===== config.mk =====
export PLATFORM = sky130hd
export DESIGN_NAME = cfa_fault_fix
export DESIGN_NICKNAME = d
export VERILOG_FILES = /design/src/verilog/cfa_pkg.sv /design/src/verilog/cfa_frame_irq.sv /design/src/verilog/cfa_companding_setting_map.sv /design/src/verilog/cfa_fault_fix.sv
export VERILOG_INCLUDE_DIRS = /design/src /design/src/verilog
export SDC_FILE = /design/constraint.sdc
export NUM_CORES = 1
export LEC_CHECK = 0
export BUFFER_PORTS_ARGS = -buffer_cell sky130_fd_sc_hd__buf_2
export CAP_MARGIN = 10
export CORE_MARGIN = 3
export CORE_UTILIZATION = 67
export DETAILED_ROUTE_END_ITERATION = 6
export PLACE_DENSITY = 0.86
export REMOVE_ABC_BUFFERS = 1
export SYNTH_ARGS = -nofsm -noshare
export SYNTH_HDL_FRONTEND = slang
export SYNTH_SLANG_ARGS = --single-unit

===== constraint.sdc =====
create_clock -name mclk -period 6.7 [get_ports mclk]
set_input_delay 1.34 -clock mclk [delete_from_list [all_inputs] [get_ports mclk]]
set_output_delay 1.34 -clock mclk [all_outputs]
set_load 0.02 [all_outputs]

===== src/verilog/cfa_defines.svh =====
// register offsets, field positions and reset values of the camera fault-fix block
`ifndef CFA_DEFINES_SVH
`define CFA_DEFINES_SVH

// ****************************************
// register offsets
// ****************************************
`define CFA_OFS_FIX_CTRL    8'h00
`define CFA_OFS_FIX_BASE    8'h04
`define CFA_OFS_IRQ_TIMING  8'h08
`define CFA_OFS_COMPANDING  8'h0C
`define CFA_OFS_SYNC_POL    8'h10

// ****************************************
// field positions
// ****************************************
`define CFA_FIX_ERR_BIT     16
`define CFA_FIX_EN_BIT      15
`define CFA_FIX_CNT_MSB     14
`define CFA_BASE_LSB        6
`define CFA_IRQ0_MSB        30
`define CFA_IRQ0_LSB        16
`define CFA_IRQ1_MSB        14
`define CFA_IRQ1_LSB        0
`define CFA_CMP_EN_BIT      3
`define CFA_CMP_WIN_MSB     2
`define CFA_POL_FRAME_BIT   0
`define CFA_POL_LINE_BIT    1

// ****************************************
// reset values and fixed counts
// ****************************************
`define CFA_RST_IRQ_TIMING  32'h0000_0000
`define CFA_RST_CMP_WIN     3'h4
`define CFA_WIN_RESERVED    3'h7
`define CFA_FIX_REACH       6
`define CFA_OP_LAST         5'h11

`endif


===== src/verilog/cfa_pkg.sv =====
// types shared by the camera fault-fix block
package cfa_pkg;

  // one fault table word: vertical, horizontal, operation
  typedef struct packed {
    logic [12:0] y;
    logic [13:0] x;
    logic [4:0]  op;
  } cfa_entry_t;

  // one pixel of the correction window with its coordinates
  typedef struct packed {
    logic [12:0] y;
    logic [13:0] x;
    logic [15:0] pix;
  } cfa_slot_t;

  typedef struct packed {
    logic        valid;
    logic [15:0] pix;
  } cfa_pix_t;

  typedef enum logic [1:0] {
    FETCH_IDLE,
    FETCH_WAIT,
    FETCH_HOLD
  } cfa_fetch_state_t;

endpackage


===== src/verilog/cfa_frame_irq.sv =====
// line-count interrupts after the frame sync edge
`timescale 1ns/10ps
`include "cfa_defines.svh"
module cfa_frame_irq
  import cfa_pkg::*;
(
  // clock and reset
  input  wire logic        mclk,
  input  wire logic        nrst,
  // sync events
  input  wire logic        frameEdge,
  input  wire logic        lineEdge,
  // line counts from software
  input  wire logic [14:0] frameIrq0LineCount,
  input  wire logic [14:0] frameIrq1LineCount,
  // interrupt pulses
  output logic             frameIrq0,
  output logic             frameIrq1
);

  logic [15:0] lineCnt_r;
  logic [15:0] lineCnt_nxt;
  logic        armed_r;

  // a line edge together with the frame edge is not counted
  always_comb begin
    lineCnt_nxt = lineCnt_r;
    if (frameEdge) begin
      lineCnt_nxt = 16'h0000;
    end else if (lineEdge && armed_r && lineCnt_r != 16'hFFFF) begin
      lineCnt_nxt = lineCnt_r + 16'h0001;
    end
  end

  always_ff @(posedge mclk or negedge nrst) begin
    if (!nrst) begin
      lineCnt_r <= 16'h0000;
      armed_r   <= 1'b0;
    end else begin
      lineCnt_r <= lineCnt_nxt;
      if (frameEdge) begin
        armed_r <= 1'b1;
      end
    end
  end

  // pulse once when the count reaches field plus one
  always_ff @(posedge mclk or negedge nrst) begin
    if (!nrst) begin
      frameIrq0 <= 1'b0;
      frameIrq1 <= 1'b0;
    end else begin
      frameIrq0 <= !frameEdge && lineEdge && armed_r &&
                   lineCnt_nxt == {1'b0, frameIrq0LineCount} + 16'h0001;
      frameIrq1 <= !frameEdge && lineEdge && armed_r &&
                   lineCnt_nxt == {1'b0, frameIrq1LineCount} + 16'h0001;
    end
  end

endmodule


===== src/verilog/cfa_companding_setting_map.sv =====
// companding of the corrected pixel stream before it goes to memory
`timescale 1ns/10ps
`include "cfa_defines.svh"
module cfa_companding_setting_map
  import cfa_pkg::*;
(
  // clock and reset
  input  wire logic      mclk,
  input  wire logic      nrst,
  // control
  input  wire logic      companding_enable,
  input  wire logic [2:0] companding_input_window,
  // pixel stream
  input  wire cfa_pix_t  pixIn,
  output cfa_pix_t       pixOut
);

  // segment plus five-bit mantissa of a 10-bit value
  function automatic logic [7:0] compress(input logic [9:0] v);
    logic [7:0] r;
    r = {3'h0, v[4:0]};
    for (int p = 5; p <= 9; p++) begin
      if (v[p]) begin
        r = {3'(p - 4), 5'(v >> (p - 5))};
      end
    end
    return r;
  endfunction

  logic [9:0] slice;

  // window 0 takes bits 15-6, each step one bit lower, 6 takes 9-0
  always_comb begin
    slice = 10'h000;
    if (companding_input_window != `CFA_WIN_RESERVED) begin
      slice = 10'(pixIn.pix >> (3'h6 - companding_input_window));
    end
  end

  always_ff @(posedge mclk or negedge nrst) begin
    if (!nrst) begin
      pixOut <= '0;
    end else begin
      pixOut.valid <= pixIn.valid;
      if (companding_enable) begin
        pixOut.pix <= {8'h00, compress(slice)};
      end else begin
        pixOut.pix <= pixIn.pix;
      end
    end
  end

endmodule


===== src/verilog/cfa_fault_fix.sv =====
// camera input fault pixel correction, frame interrupts and companding
//
// Overview of operation
// - base address keeps bits 31-6 only, so the table is 64-byte aligned.
// - each table word is 13-bit line, 14-bit column, 5-bit operation.
// - operation in bits 4-0 acts on the pixel at the entry's column.
// - codes 0,3,6,9,12,15 average pixels x-k and x+k, k 1 to 6.
// - codes 1,4,7,10,13,16 copy left neighbour x-k, k 1 to 6.
// - codes 2,5,8,11,14,17 copy right neighbour x+k, k 1 to 6.
// - first interrupt fires after first line count field plus one lines.
// - second interrupt fires after second line count field plus one lines.
// - a line edge coinciding with the frame edge is not counted.
// - companding enable maps pixel data to memory as a segment plus five-bit mantissa.
// - input window selects bits 15-6 down to 9-0; value 7 reserved.
// - while enabled, keep fetching entries, wrapping to the start after the last.
// - per-frame fault count is a 15-bit field latched on frame sync.
// - late entry sets sticky error, write 1 clears, no more fixes that frame.
`timescale 1ns/10ps
`include "cfa_defines.svh"
module cfa_fault_fix
  import cfa_pkg::*;
#(
  parameter int SYNC_STAGES = 2
)(
  // clock and reset
  input  wire logic        mclk,
  input  wire logic        nrst,
  // register port
  input  wire logic [7:0]  regAddr,
  input  wire logic [31:0] regWdata,
  input  wire logic        regWr,
  input  wire logic        regRd,
  output logic [31:0]      regRdata,
  // sensor sync pins
  input  wire logic        frame_sync,
  input  wire logic        line_sync,
  // pixel stream from the capture path
  input  wire logic        pixValid,
  input  wire logic [15:0] pixData,
  // fault table fetch
  output logic             memReq,
  output logic [31:0]      memAddr,
  input  wire logic        memAck,
  input  wire logic [31:0] memRdata,
  // pixel stream to memory
  output logic             memPixValid,
  output logic [15:0]      memPix,
  // interrupts
  output logic             frame_irq0,
  output logic             frame_irq1
);

  localparam int WIN = 2 * `CFA_FIX_REACH + 1;

  generate
    if (SYNC_STAGES < 2) begin : g_bad_sync
      $error("SYNC_STAGES must be at least 2");
    end
  endgenerate

  // ****************************************
  // registers
  // ****************************************
  logic        fault_fix_enable_r;
  logic [14:0] fault_fix_count_r;
  logic        fault_fix_late_error_r;
  logic [25:0] fault_table_base_r;
  logic [14:0] frame_irq0_line_count_r;
  logic [14:0] frame_irq1_line_count_r;
  logic        companding_enable_r;
  logic [2:0]  companding_input_window_r;
  logic [1:0]  syncFalling_r;
  logic        lateSet;

  always_ff @(posedge mclk or negedge nrst) begin
    if (!nrst) begin
      fault_fix_enable_r        <= 1'b0;
      fault_fix_count_r         <= 15'h0000;
      fault_table_base_r        <= 26'h000_0000;
      frame_irq0_line_count_r   <= 15'(`CFA_RST_IRQ_TIMING);
      frame_irq1_line_count_r   <= 15'(`CFA_RST_IRQ_TIMING);
      companding_enable_r       <= 1'b0;
      companding_input_window_r <= `CFA_RST_CMP_WIN;
      syncFalling_r             <= 2'h0;
    end else if (regWr) begin
      unique case (regAddr)
        `CFA_OFS_FIX_CTRL: begin
          fault_fix_enable_r <= regWdata[`CFA_FIX_EN_BIT];
          fault_fix_count_r  <= regWdata[`CFA_FIX_CNT_MSB:0];
        end
        `CFA_OFS_FIX_BASE: begin
          fault_table_base_r <= regWdata[31:`CFA_BASE_LSB];
        end
        `CFA_OFS_IRQ_TIMING: begin
          frame_irq0_line_count_r <= regWdata[`CFA_IRQ0_MSB:`CFA_IRQ0_LSB];
          frame_irq1_line_count_r <= regWdata[`CFA_IRQ1_MSB:`CFA_IRQ1_LSB];
        end
        `CFA_OFS_COMPANDING: begin
          companding_enable_r       <= regWdata[`CFA_CMP_EN_BIT];
          companding_input_window_r <= regWdata[`CFA_CMP_WIN_MSB:0];
        end
        `CFA_OFS_SYNC_POL: begin
          syncFalling_r <= regWdata[1:0];
        end
        default: begin
        end
      endcase
    end
  end

  // sticky late error: hardware set wins over the write-one clear
  always_ff @(posedge mclk or negedge nrst) begin
    if (!nrst) begin
      fault_fix_late_error_r <= 1'b0;
    end else if (lateSet) begin
      fault_fix_late_error_r <= 1'b1;
    end else if (regWr && regAddr == `CFA_OFS_FIX_CTRL && regWdata[`CFA_FIX_ERR_BIT]) begin
      fault_fix_late_error_r <= 1'b0;
    end
  end

  // read data stand in the cycle after the strobe only
  always_ff @(posedge mclk or negedge nrst) begin
    if (!nrst) begin
      regRdata <= 32'h0000_0000;
    end else if (regRd) begin
      unique case (regAddr)
        `CFA_OFS_FIX_CTRL:
          regRdata <= {15'h0000, fault_fix_late_error_r, fault_fix_enable_r,
                       fault_fix_count_r};
        `CFA_OFS_FIX_BASE:
          regRdata <= {fault_table_base_r, 6'h00};
        `CFA_OFS_IRQ_TIMING:
          regRdata <= {1'b0, frame_irq0_line_count_r, 1'b0, frame_irq1_line_count_r};
        `CFA_OFS_COMPANDING:
          regRdata <= {28'h000_0000, companding_enable_r, companding_input_window_r};
        `CFA_OFS_SYNC_POL:
          regRdata <= {30'h0000_0000, syncFalling_r};
        default:
          regRdata <= 32'h0000_0000;
      endcase
    end else begin
      regRdata <= 32'h0000_0000;
    end
  end

  // ****************************************
  // sync pins and edges
  // ****************************************
  logic [SYNC_STAGES-1:0] frameSyncQ_r;
  logic [SYNC_STAGES-1:0] lineSyncQ_r;
  logic                   frameLast_r;
  logic                   lineLast_r;
  logic                   frameEdge;
  logic                   lineEdge;
  logic                   frameLvl;
  logic                   lineLvl;

  always_ff @(posedge mclk or negedge nrst) begin
    if (!nrst) begin
      frameSyncQ_r <= '0;
      lineSyncQ_r  <= '0;
      frameLast_r  <= 1'b0;
      lineLast_r   <= 1'b0;
    end else begin
      frameSyncQ_r <= {frameSyncQ_r[SYNC_STAGES-2:0], frame_sync};
      lineSyncQ_r  <= {lineSyncQ_r[SYNC_STAGES-2:0], line_sync};
      frameLast_r  <= frameLvl;
      lineLast_r   <= lineLvl;
    end
  end

  // programmed polarity folds into the level before edge detection
  assign frameLvl  = frameSyncQ_r[SYNC_STAGES-1] ^ syncFalling_r[`CFA_POL_FRAME_BIT];
  assign lineLvl   = lineSyncQ_r[SYNC_STAGES-1] ^ syncFalling_r[`CFA_POL_LINE_BIT];
  assign frameEdge = frameLvl && !frameLast_r;
  assign lineEdge  = lineLvl && !lineLast_r;

  cfa_frame_irq u_irq (
    .mclk               (mclk),
    .nrst               (nrst),
    .frameEdge          (frameEdge),
    .lineEdge           (lineEdge),
    .frameIrq0LineCount (frame_irq0_line_count_r),
    .frameIrq1LineCount (frame_irq1_line_count_r),
    .frameIrq0          (frame_irq0),
    .frameIrq1          (frame_irq1)
  );

  // ****************************************
  // fault table fetch
  // ****************************************
  cfa_fetch_state_t fetchState_r;
  logic [14:0]      fetchIdx_r;
  logic [14:0]      countLat_r;
  cfa_entry_t       entry_r;
  logic             entryUsed;

  always_ff @(posedge mclk or negedge nrst) begin
    if (!nrst) begin
      countLat_r <= 15'h0000;
    end else if (frameEdge) begin
      countLat_r <= fault_fix_count_r;
    end
  end

  always_ff @(posedge mclk or negedge nrst) begin
    if (!nrst) begin
      fetchState_r <= FETCH_IDLE;
      fetchIdx_r   <= 15'h0000;
      entry_r      <= '0;
      memReq       <= 1'b0;
      memAddr      <= 32'h0000_0000;
    end else begin
      unique case (fetchState_r)
        FETCH_IDLE: begin
          if (fault_fix_enable_r && countLat_r != 15'h0000) begin
            memReq       <= 1'b1;
            memAddr      <= {fault_table_base_r, 6'h00} + {15'h0000, fetchIdx_r, 2'h0};
            fetchState_r <= FETCH_WAIT;
          end else begin
            fetchIdx_r <= 15'h0000;
          end
        end
        FETCH_WAIT: begin
          if (memAck) begin
            memReq       <= 1'b0;
            entry_r      <= cfa_entry_t'(memRdata);
            fetchState_r <= fault_fix_enable_r ? FETCH_HOLD : FETCH_IDLE;
            if (fetchIdx_r + 15'h0001 >= countLat_r) begin
              fetchIdx_r <= 15'h0000;
            end else begin
              fetchIdx_r <= fetchIdx_r + 15'h0001;
            end
          end
        end
        FETCH_HOLD: begin
          if (!fault_fix_enable_r || entryUsed || frameEdge) begin
            fetchState_r <= FETCH_IDLE;
          end
        end
      endcase
    end
  end

  // ****************************************
  // correction window
  // ****************************************
  cfa_slot_t   win_r [WIN];
  logic [12:0] yIn_r;
  logic [13:0] xIn_r;
  logic [3:0]  fill_r;
  logic        frameDead_r;
  cfa_pix_t    fixed_r;
  cfa_slot_t   center;
  logic        entryHeld;
  logic        hit;
  logic        passed;
  logic [16:0] fixVal;

  // replacement for one operation code, bit 16 says whether it applies
  function automatic logic [16:0] fixPixel(input logic [4:0] op,
                                           input logic [15:0] left [`CFA_FIX_REACH],
                                           input logic [15:0] right [`CFA_FIX_REACH]);
    logic [16:0] r;
    logic [16:0] sum;
    r = 17'h0_0000;
    for (int k = 0; k < `CFA_FIX_REACH; k++) begin
      sum = {1'b0, left[k]} + {1'b0, right[k]};
      if (op == 5'(3 * k)) begin
        r = {1'b1, sum[16:1]};
      end else if (op == 5'(3 * k + 1)) begin
        r = {1'b1, left[k]};
      end else if (op == 5'(3 * k + 2)) begin
        r = {1'b1, right[k]};
      end
    end
    if (op > `CFA_OP_LAST) begin
      r = 17'h0_0000;
    end
    return r;
  endfunction

  logic [15:0] leftPix  [`CFA_FIX_REACH];
  logic [15:0] rightPix [`CFA_FIX_REACH];

  // slot 0 is the newest pixel, so x+k sits below the center and x-k above
  always_comb begin
    for (int k = 0; k < `CFA_FIX_REACH; k++) begin
      rightPix[k] = win_r[`CFA_FIX_REACH - 1 - k].pix;
      leftPix[k]  = win_r[`CFA_FIX_REACH + 1 + k].pix;
    end
  end

  assign center    = win_r[`CFA_FIX_REACH];
  assign entryHeld = fetchState_r == FETCH_HOLD;
  assign hit       = entryHeld && entry_r.y == center.y && entry_r.x == center.x;
  assign passed    = entryHeld && (entry_r.y < center.y ||
                     (entry_r.y == center.y && entry_r.x < center.x));
  assign fixVal    = fixPixel(entry_r.op, leftPix, rightPix);
  assign entryUsed = pixValid && fill_r == 4'(WIN) && (hit || passed);
  assign lateSet   = pixValid && fill_r == 4'(WIN) && passed && !frameDead_r;

  always_ff @(posedge mclk or negedge nrst) begin
    if (!nrst) begin
      yIn_r  <= 13'h0000;
      xIn_r  <= 14'h0000;
      fill_r <= 4'h0;
      for (int i = 0; i < WIN; i++) begin
        win_r[i] <= '0;
      end
    end else begin
      if (frameEdge) begin
        yIn_r <= 13'h0000;
        xIn_r <= 14'h0000;
      end else if (lineEdge) begin
        yIn_r <= yIn_r + 13'h0001;
        xIn_r <= 14'h0000;
      end else if (pixValid) begin
        xIn_r <= xIn_r + 14'h0001;
      end
      if (pixValid) begin
        win_r[0] <= '{y: yIn_r, x: xIn_r, pix: pixData};
        for (int i = 1; i < WIN; i++) begin
          win_r[i] <= win_r[i-1];
        end
        if (fill_r != 4'(WIN)) begin
          fill_r <= fill_r + 4'h1;
        end
      end
    end
  end

  // a late entry ends correction until the next frame
  always_ff @(posedge mclk or negedge nrst) begin
    if (!nrst) begin
      frameDead_r <= 1'b0;
    end else if (frameEdge) begin
      frameDead_r <= 1'b0;
    end else if (lateSet) begin
      frameDead_r <= 1'b1;
    end
  end

  always_ff @(posedge mclk or negedge nrst) begin
    if (!nrst) begin
      fixed_r <= '0;
    end else begin
      fixed_r.valid <= pixValid && fill_r == 4'(WIN);
      if (hit && !frameDead_r && fixVal[16]) begin
        fixed_r.pix <= fixVal[15:0];
      end else begin
        fixed_r.pix <= center.pix;
      end
    end
  end

  // ****************************************
  // companding to memory
  // ****************************************
  cfa_pix_t memOut;

  cfa_companding_setting_map u_companding_setting (
    .mclk                    (mclk),
    .nrst                    (nrst),
    .companding_enable       (companding_enable_r),
    .companding_input_window (companding_input_window_r),
    .pixIn                   (fixed_r),
    .pixOut                  (memOut)
  );

  assign memPixValid = memOut.valid;
  assign memPix      = memOut.pix;

endmodule


After elaboration in Yosys (flattened, before gate mapping)
Cells that the tools add are included.

Muxes and demuxes: 52. Divide/modulo/power cells: 0. Shifts and indexed selects: 1. $mul: 0. Magnitude comparators: 4. Bitwise gates (word level): 2. Equality and inequality tests: 35. Reductions and logical operators: 50. Add/subtract/negate cells: 15.

Operator list (count): $mux W17 (19); $pmux W32 S5 (1); $add A16 B16 Y17 (6); $mux W16 (4); $mux W15 (3); $mux W14 (3); $eq A5 B4 Y1 const B (8); $add A15 B1 Y16 const B (2); $add A32 B17 Y32 (1); $eq A16 B16 Y1 (2); $mux W32 (1); $mux W8 (4); $pmux W15 S2 (1); $mux W13 (2); $logic_and A1 B1 Y1 (21); $eq A5 B3 Y1 const B (4); $add A16 B1 Y16 const B (1); $eq A8 B4 Y1 const B (2); $ne A16 B16 Y1 const B (1); $reduce_and A2 Y1 (8); $shr A16 B3 Y10 (1); $add A15 B1 Y15 const B (1); $ge A15 B15 Y1 (1); $reduce_bool A15 Y1 (1); other kinds (36) (61).

Memory bits (read-only): 0. Input port bits: 96. Latch bits: 0. Word-level logic and storage cells: 220. Output and inout port bits: 84. Bits in writable memories: 0. Memories kept: 0. Register bits: 696.

Logic depth before layout (Yosys ltp)
Gate-level depths: netlist (run 1).

Depth in word-level cells: 22. Depth in mapped cells: 16. Depth with buffers taken out: 13.

Hierarchy
Synthesis (run 1) repeated with hierarchy kept, for this count alone.

Cells, all modules: 3336. Area, all modules: 37000.5 um^2.

Modules (own cells, without submodules): cfa_fault_fix (area each 33340.7 um^2, cells an instance 2928, sequential area each 16467.0 um^2, instances 1); cfa_frame_irq (area each 2078.2 um^2, cells an instance 262, sequential area each 475.5 um^2, instances 1); cfa_companding_setting_map (area each 1581.5 um^2, cells an instance 146, sequential area each 425.4 um^2, instances 1).

Worst setup path before layout (run 1)
No wires, ideal clock.

Kind: input to register. Start: in regAddr[0]. End: reg fault_fix_count_r[10]. Required time: 6.575 ns. Buffers on the path: 1. Stages: 6. Slack: 3.113 ns. Library setup time: 0.125 ns. Data arrival time: 3.462 ns. Cells stage by stage: or4_1 -> or3_1 -> nor3_1 -> nand2_1 -> clkbuf_1 -> mux2_2.

Word-level cells in the longest chain between the ends: 2.

Ends and longest elaborated chain: start, declared (RTL line cfa_fault_fix.sv:29) `input wire logic [7:0] regAddr,`; $logic_not A8 Y1 (RTL line cfa_fault_fix.sv:86) `unique case (regAddr)`; $reduce_and A2 Y1 (no line); end signal, assigned (RTL line cfa_fault_fix.sv:89) `` fault_fix_count_r <= regWdata[`CFA_FIX_CNT_MSB:0]; ``; end, declared (RTL line cfa_fault_fix.sv:65) `logic [14:0] fault_fix_count_r;`.

Every way passes these cells. A chain may end at the register's enable or synchronous reset.

Worst setup path after layout (run 1)
Start: reg fetchIdx_r[2]. End: reg fetchIdx_r[2].

Word-level cells in the longest chain between the ends: 5.

Ends and longest elaborated chain: start, declared (RTL line cfa_fault_fix.sv:194) `logic [14:0] fetchIdx_r;`; start signal, assigned (RTL line cfa_fault_fix.sv:233) `fetchIdx_r <= fetchIdx_r + 15'h0001;`; $add A15 B1 Y15 (*) (RTL line cfa_fault_fix.sv:230, cfa_fault_fix.sv:233); $ge A15 B15 Y1 (RTL line cfa_fault_fix.sv:230) `if (fetchIdx_r + 15'h0001 >= countLat_r) begin`; $mux W15 (*) (RTL line cfa_fault_fix.sv:230); $mux W15 (*) (RTL line cfa_fault_fix.sv:226) `if (memAck) begin`; $pmux W15 S2 (*) (RTL line cfa_fault_fix.sv:215) `unique case (fetchState_r)`.

Every way passes the cells marked *; elsewhere a longest branch is shown, timed or not. The select of a mux whose other input is x is not followed.

==> key figures, run 1 <==
Layout
  – Fin nets: 3,684
  – Layout area overhead: 11.1%
  – Antenna Cells: 0
  – Layout cells sized above 1: 0.247

Critical path
  – Data arrival, critical path: 4.72 ns
  – Setup crit end kind: flop
  – Crit-path max cell delay: 0.74 ns
  – Critical path, cell by cell: and3_1, and3_1, inv_1, nor3_1, nand3_1, xnor2_1, ha_1, a21o_1, a21o_1, a2111oi_0, and3b_1, a21oi_1, a31oi_1
  – Slowest cell on crit path: and3b_1
  – Largest fanout on the critical path: 20
  – CP bufs+invs: 1
  – Critical Path Start Type: flop
  – Crit path max-delay family: simple AND/OR/NAND/NOR gates
  – Required @ worst endpoint: 7.21 ns
  – Critical setup path kind: flop to flop

STA
  – Clk_skew: 0.0226 ns
  – Final period utilization: 0.628
  – Setup TNS: 0 ns
  – Worst-Margin Slew: 1.24 ns
  – Crit path time final: 4.21 ns
  – RSZ-0062 raised after global routing: false
  – Final setup viols: 0
  – Fin. max-slew vios: 0
  – Final hold slack: 0.369 ns
  – Endpoints failing hold: 0
  – Max-slew headroom: 0.168
  – Timing-limited maximum frequency: 238 MHz

GRT
  – Largest net degree at the start of global routing: 175
  – Tot GR Track Use: 0.345
  – Vias in the first global route: 28.2k
  – Antenna violations before repair: 0
  – Grt ovf: 0
  – First-pass GRT wire length: 155,000 µm

Floorplanning
  – Core ar.: 53,100 µm²
  – Top-level port count: 180
  – Die area: 56,900 µm²
  – Num rows: 84
  – Starting Density: 0.683
  – Die extent in x: 239 µm
  – Die Ht: 239 µm

Pwr
  – Static Leak: 0.0187 µW
  – Cell Pwr Density: 388 nW/µm²
  – Total power: 15,600 µW
  – Worst vdd ir: 298 µV

Min path
  – Hold Path Class: flop to flop

Yosys
  – Post-synth EDFFs: 0
  – Sequential cell area fraction in the yosys report: 0.479
  – Post-Syn Instances: 3,276
  – FFs w/ async S/R, synth: 1.00
  – Yosys reg bits: 694
  – Mapped Avg Cell Area: 11.1 µm²
  – Post-Syn Area: 36,200 µm²
  – Ys Warns: 0
  – Count of cell types in the netlist: 89
  – Primary FF master, synth: dfrtp_1

Drt
  – Number of remaining DRC errors: 0
  – Detailed-route via count: 27.5k
  – Initial DRC Count: 2,863
  – Drt wl/cell: 23.4 µm
  – Routed Antenna Nets: 0
  – Number of vias per cell: 6.60
  – Pre-Repair DR Iteration Count: 7
  – Detailed Route WL: 97,600 µm

Status
  – Outcome: completed

Placement
  – RePlAce Congestion: 1.01
  – Hpwl dp: 67,700 µm
  – Port Buffers: 177

CTS
  – Max Root-Sink Buffers: 3
  – CTS tree: yes
  – Clk sinks: 694
  – CTS Hold Bufs: 0
  – H-tree Lvls: 3
  – Clock Latency Late Sink: 0.62 ns
  – Post CTS Setup Buffer Count: 0
  – Reg clk slew, reported paths: 0.06 ns
  – Cts bufs inserted: 73
  – Post-cts sizing count: 0
  – Root Buffer: clkbuf_16

Run
  – Max-cap violation count: 0
==> cell usage after synthesis (13+ instances only) <==
| cell type | instances | area (µm²) |
|---|---|---|
| a2111oi_0 | 16 | 140 |
| a211oi_1 | 28 | 210 |
| a21o_1 | 26 | 195 |
| a21oi_1 | 156 | 781 |
| a221oi_1 | 22 | 193 |
| a22o_1 | 13 | 114 |
| a22oi_1 | 47 | 353 |
| a31oi_1 | 28 | 175 |
| and2_1 | 18 | 113 |
| and3_1 | 33 | 206 |
| buf_1 | 18 | 67.6 |
| clkbuf_1 | 113 | 424 |
| dfrtp_1 | 693 | 17300 |
| ha_1 | 156 | 1950 |
| inv_1 | 99 | 372 |
| mux2_2 | 487 | 5480 |
| mux2i_1 | 51 | 510 |
| nand2_1 | 259 | 972 |
| nand2b_1 | 23 | 144 |
| nand3_1 | 75 | 375 |
| nand4_1 | 32 | 200 |
| nor2_1 | 183 | 687 |
| nor2b_1 | 32 | 200 |
| nor3_1 | 48 | 240 |
| nor4_1 | 14 | 87.6 |
| o211ai_1 | 16 | 120 |
| o21a_1 | 19 | 143 |
| o21ai_0 | 176 | 881 |
| o22ai_1 | 15 | 93.8 |
| or3_1 | 30 | 188 |
| xnor2_1 | 97 | 850 |
| xor2_1 | 66 | 578 |
==> worst reg2reg max path, cell delays in order, from the launching register on <==
cell       delay [ns]
dfrtp_1          0.48
and3_1           0.21
and3_1           0.22
inv_1            0.09
nor3_1           0.58
nand3_1          0.20
xnor2_1          0.20
ha_1             0.19
a21o_1           0.17
a21o_1           0.16
a2111oi_0        0.47
and3b_1          0.74
a21oi_1          0.19
a31oi_1          0.22
==> state kept, by name, summed over array words and instances, names as in the netlist, 17 cells and up <==
register / cells
win_r: 162
regRdata: 32
entry_r: 32
fixed_r: 17
fault_table_base_r: 26
memAddr: 30
center: 43
rightPix: 96
leftPix: 96
u_companding_setting.pixOut: 17
==> worst paths after layout <==
path | from | endpoint | slack [ns] | depth (start not counted)
max in group asynchronous | nrst | memAddr[2]$_DFFE_PN0P_ | 4.37 | 2
worst min register to register | fixed_r[16]$_DFF_PN0_ | u_companding_setting.pixOut[16]$_DFF_PN0_ | 0.37 | 0
worst max register to register | fetchIdx_r[2]$_DFFE_PN0P_ | fetchIdx_r[2]$_DFFE_PN0P_ | 2.49 | 13
worst max-delay path | fetchIdx_r[2]$_DFFE_PN0P_ | fetchIdx_r[2]$_DFFE_PN0P_ | 2.49 | 13
worst min-delay path | fixed_r[16]$_DFF_PN0_ | u_companding_setting.pixOut[16]$_DFF_PN0_ | 0.37 | 0
min in group asynchronous | nrst | memAddr[21]$_DFFE_PN0P_ | 0.73 | 1
==> logic make-up (layout without fill, tap and decap cells) <==
family | after synthesis | in the layout | synth area share
simple gates | 800 | 800 | 0.107
other cells | 1 | 2 | 0.000104
fa+ha+maj | 163 | 163 | 0.0577
flops | 694 | 694 | 0.479
mux | 547 | 547 | 0.170
xor+xnor | 165 | 165 | 0.0405
compound gates | 668 | 668 | 0.120
buf+inv | 238 | 440 | 0.0252
==> metrics by stage <==
stage / cell area, µm² / instances / util / setup WS [ns]
after global placement: 37800 / 4036 / 0.712 / 2.49
after detailed placement: 37800 / 4036 / 0.712 / 2.29
after floorplan: 35700 / 3138 / - / 2.44
after global routing: 40300 / 4167 / 0.758 / 2.34
after CTS: 40200 / 4165 / 0.758 / 2.61
final: 40300 / 4167 / 0.758 / 2.49
==> cell usage in the layout (no fill, tap or decap), types with 17 or more instances in the layout <==
master	Yosys	layout
clkbuf_8	0	17
nor2_1	183	182
or3_1	30	30
nand2_1	259	258
a21o_1	26	26
o21ai_0	176	175
buf_4	4	29
xor2_1	66	66
ha_1	156	156
clkbuf_16	0	75
o21a_1	19	19
mux2i_1	51	51
a221oi_1	22	22
and3_1	33	33
clkbuf_1	113	17
buf_2	4	175
and2_1	18	18
nand2b_1	23	23
nor2b_1	32	31
a21oi_1	156	156
a211oi_1	28	27
dfrtp_1	693	693
mux2_2	487	487
nand3_1	75	75
nand4_1	32	32
a31oi_1	28	28
a22oi_1	47	47
xnor2_1	97	97
inv_1	99	99
nor3_1	48	48
==> where the power goes <==
part / switching, µW / total [µW] / internal [µW] / leakage [µW]
clock network: 1690 / 4140 / 2450 / 0.00120
registers: 958 / 5920 / 4960 / 0.00904
logic: 3140 / 5570 / 2430 / 0.00842
total: 5790 / 15600 / 9840 / 0.0187
==> cell type report <==
cell class              count  area (µm²)
multi-input cells        2345       18000
flip-flops and latches    694       17400
fillers                  3364       12800
clock buffers             109        2170
repair buffers            212        1240
well taps                 688         861
inverters                  99         372
clock inverters            20         272
==> per-layer routing <==
layer	vias up	wire length, µm	GRT usage	share of wire
met3	336	7710	0.0670	0.079
met5	-	0	0	0
met2	1342	46200	0.560	0.47
met4	0	4410	0.145	0.045
met1	13583	39300	0.459	0.40
li1	12228	-	-	-
Power figures use the tool's default switching activity.
==> run 2, diff against run 1 <==
Settings changed: ABC_AREA set to 1, CORE_UTILIZATION 67 to 62, PLACE_DENSITY 0.86 to 0.8.
Clock period 6.7 ns to 4.1 ns, I/O delays scaled along.
==> key figures, run 2 <==
Floorplanning
  – Starting Density: 0.627 (was 0.683)
  – Die area: 62,800 µm² (was 56,900 µm²)
  – Top-level port count: 180 (unchanged)
  – Die Ht: 251 µm (was 239 µm)
  – Die extent in x: 251 µm (was 239 µm)
  – Num rows: 89 (was 84)
  – Core ar.: 59,100 µm² (was 53,100 µm²)

Placement
  – RePlAce Congestion: 0.956 (was 1.01)
  – Port Buffers: 177 (unchanged)
  – Area after DPL: 38,800 µm² (was 37,800 µm²)
  – Placed cell count: 5,635 (was 4,036)
  – Setup WS pre-CTS: 0.768 ns (was 2.29 ns)
  – Hpwl dp: 69,600 µm (was 67,700 µm)

Pwr
  – Total power: 19,800 µW (was 15,600 µW)
  – Static Leak: 0.0210 µW (was 0.0187 µW)
  – Worst vdd ir: 442 µV (was 298 µV)
  – Cell Pwr Density: 481 nW/µm² (was 388 nW/µm²)

Yosys
  – Post-synth EDFFs: 0 (unchanged)
  – Simple-Gate Fraction of Synth Area: 0.235 (was 0.107)
  – Top-count cell post-synth: nand2_1 (was dfrtp_1)
  – Compound-gate portion of the synthesized area: 0.133 (was 0.120)
  – Post-Syn Instances: 4,803 (was 3,276)
  – Ys Warns: 0 (unchanged)
  – Area leader, netlist: dfrtp_1 (unchanged)
  – FFs w/ async S/R, synth: 1.00 (unchanged)
  – Largest family of logic cells by synthesized area: simple AND/OR/NAND/NOR gates (was multiplexers)
  – Count of cell types in the netlist: 61 (was 89)
  – Mapped Avg Cell Area: 7.72 µm² (was 11.1 µm²)
  – Synth Area in Adders: 0.0564 (was 0.0577)
  – Multiplexer share of the synthesized area: 0.00111 (was 0.170)
  – Synth top cells by count: 1,631 x nand2_1, 693 x dfrtp_1, 578 x inv_1 (was 693 x dfrtp_1, 487 x mux2_2, 259 x nand2_1)
  – Sequential cell area fraction in the yosys report: 0.468 (was 0.479)
  – Post-synthesis xor/xnor area fraction: 0.0299 (was 0.0405)
  – Ranking of synthesized cells by area: dfrtp_1 47%, nand2_1 17%, o21ai_0 7.6% (was dfrtp_1 48%, mux2_2 15%, ha_1 5.4%)
  – Top cell type's share of synthesized area: 0.467 (was 0.479)
  – Post-Syn Area: 37,100 µm² (was 36,200 µm²)
  – Yosys reg bits: 694 (unchanged)
  – Primary FF master, synth: dfrtp_1 (unchanged)

Critical path
  – Data arrival, critical path: 3.88 ns (was 4.72 ns)
  – Setup crit end kind: flop (unchanged)
  – Largest fanout on the critical path: 11 (was 20)
  – R2R cell count: 19 (was 13)
  – Critical Path Start Type: flop (unchanged)
  – Critical setup path kind: flop to flop (unchanged)
  – Required @ worst endpoint: 4.63 ns (was 7.21 ns)

STA
  – Final hold slack: 0.159 ns (was 0.369 ns)
  – Max-slew headroom: 0.263 (was 0.168)
  – Fin. max-slew vios: 0 (unchanged)
  – RSZ-0062 raised after global routing: false (unchanged)
  – Endpoints failing hold: 0 (unchanged)
  – Timing-limited maximum frequency: 299 MHz (was 238 MHz)
  – Worst-Margin Slew: 1.10 ns (was 1.24 ns)
  – Worst Setup Slack, final: 0.755 ns (was 2.49 ns)
  – Final setup viols: 0 (unchanged)
  – Final period utilization: 0.816 (was 0.628)
  – Clk_skew: 0.0234 ns (was 0.0226 ns)
  – Crit path time final: 3.34 ns (was 4.21 ns)

Run
  – Max-cap violation count: 0 (unchanged)

Layout
  – Area of the multi-input gates: 16,900 µm² (was 18,000 µm²)
  – Register area: 17,400 µm² (unchanged)
  – Most flops, register: win_r (unchanged)
  – Layout cells sized above 1: 0.0771 (was 0.247)
  – Fin area: 41,200 µm² (was 40,300 µm²)
  – Fillers: 4,755 (was 3,364)
  – Most frequent cells in the layout: 1,631 x nand2_1, 693 x dfrtp_1, 577 x inv_1, 567 x o21ai_0, 224 x a21oi_1 (was 693 x dfrtp_1, 487 x mux2_2, 258 x nand2_1, 182 x nor2_1)
  – Final cell count without fillers: 5,765 (was 4,167)
  – Fin nets: 5,197 (was 3,684)
  – Antenna Cells: 0 (unchanged)
  – Most common cell after layout, fill and taps aside: nand2_1 (was dfrtp_1)
  – Largest register FFs: 162 (unchanged)
  – Layout area overhead: 11.2% (was 11.1%)

Drt
  – Detailed-route via count: 32.2k (was 27.5k)
  – Detailed Route WL: 97,600 µm (about the same)
  – Number of remaining DRC errors: 0 (unchanged)
  – Routed Antenna Nets: 0 (unchanged)
  – Drt wl/cell: 16.9 µm (was 23.4 µm)
  – Initial DRC Count: 2,872 (was 2,863)
  – Pre-Repair DR Iteration Count: 6 (was 7)
  – Number of vias per cell: 5.58 (was 6.60)

CTS
  – CTS Hold Bufs: 0 (unchanged)
  – Post CTS Setup Buffer Count: 0 (unchanged)
  – Clk sinks: 694 (unchanged)
  – Reg clk slew, reported paths: 0.06 ns (about the same)
  – Cts bufs inserted: 74 (was 73)
  – Clock Latency Late Sink: 0.63 ns (was 0.62 ns)
  – Root Buffer: clkbuf_16 (unchanged)
  – Max Root-Sink Buffers: 3 (unchanged)
  – CTS tree: yes (unchanged)
  – H-tree Lvls: 3 (unchanged)
  – Post-cts sizing count: 0 (unchanged)

Status
  – Outcome: completed (unchanged)

GRT
  – Largest net degree at the start of global routing: 274 (was 175)
  – Tot GR Track Use: 0.311 (was 0.345)
  – First-pass GRT wire length: 157,000 µm (was 155,000 µm)
  – Antenna violations before repair: 1 (was 0)
  – Vias in the first global route: 30.6k (was 28.2k)
  – Grt ovf: 0 (unchanged)

Min path
  – Hold Path Class: input port to asynchronous set/reset pin (was flop to flop)
## run 2: cell count changes after synthesis, moves of 45 or more
cell / previous run / this run
a21oi_1: 156 / 224
o21ai_0: 176 / 567
a22oi_1: 47 / 2
nand2_1: 259 / 1631
nand3_1: 75 / 174
mux2i_1: 51 / 3
xnor2_1: 97 / 32
mux2_2: 487 / 1
inv_1: 99 / 578
## run 2: per-layer routing
layer	global-route usage	wire (µm)	share of wire
met5	0	0	0
met4	0.103	3080	0.032
met2	0.495	44500	0.46
met1	0.441	43200	0.44
met3	0.0478	6740	0.069
## run 2: logic make-up after synthesis
logic type                 count (synthesis)
other                                      1
xor gates and xnor gates                 125
buffers and inverters                    754
AOI/OAI and AO/OA                        921
and+or+nand+nor                         2141
DFF                                      694
muxes                                      4
adders and majority gates                163
## run 2: metrics by stage
stage,utilization,setup TNS (ns)
finish,0.698,0
global route,0.698,0
CTS,0.698,0
detailed placement,0.656,0
global placement,0.656,0
floorplan,-,-430.60
## run 2: worst paths after layout
| path | start | slack (ns) | to |
|---|---|---|---|
| min in group mclk | frame_sync | 0.32 | frameSyncQ_r[0]$_DFF_PN0_ |
| max | fetchIdx_r[0]$_DFFE_PN0P_ | 0.76 | fetchIdx_r[14]$_DFFE_PN0P_ |
| max in group asynchronous | nrst | 2.90 | xIn_r[5]$_DFFE_PN0P_ |
| min reg2reg | frameSyncQ_r[0]$_DFF_PN0_ | 0.35 | frameSyncQ_r[1]$_DFF_PN0_ |
| min | nrst | 0.16 | center[15]$_DFFE_PN0P_ |
| max reg2reg | fetchIdx_r[0]$_DFFE_PN0P_ | 0.76 | fetchIdx_r[14]$_DFFE_PN0P_ |
## run 2: power by group
| part | switching (µW) | internal [µW] | leakage, µW |
|---|---|---|---|
| Sequential | 642 | 7520 | 0.00933 |
| Clock | 2830 | 3880 | 0.00120 |
| Combinational | 3300 | 1670 | 0.0105 |
## run 2: area by class of cell
type	instances	area share
clock buffer	107	0.0523
clock inverter	23	0.00710
inverter	587	0.0536
multi-input combinational	3356	0.409
sequential	694	0.421
tap	773	0.0234
timing repair buffer	225	0.0331
## run 2: critical path: stages, from the launching register on
cell and delay [ns]:
dfrtp_1 0.42, ha_1 0.21, nand2_1 0.06, nor2_1 0.17, nand3_1 0.13, nor2_1 0.10, nand2_1 0.09, nor2_1 0.18
xor2_1 0.26, ha_1 0.29, inv_1 0.07, nor3_1 0.06, a211oi_1 0.23, nand2_1 0.08, nand2_1 0.06, o211ai_1 0.08
a21oi_1 0.14, buf_4 0.15, nand2_1 0.23, o21ai_0 0.25
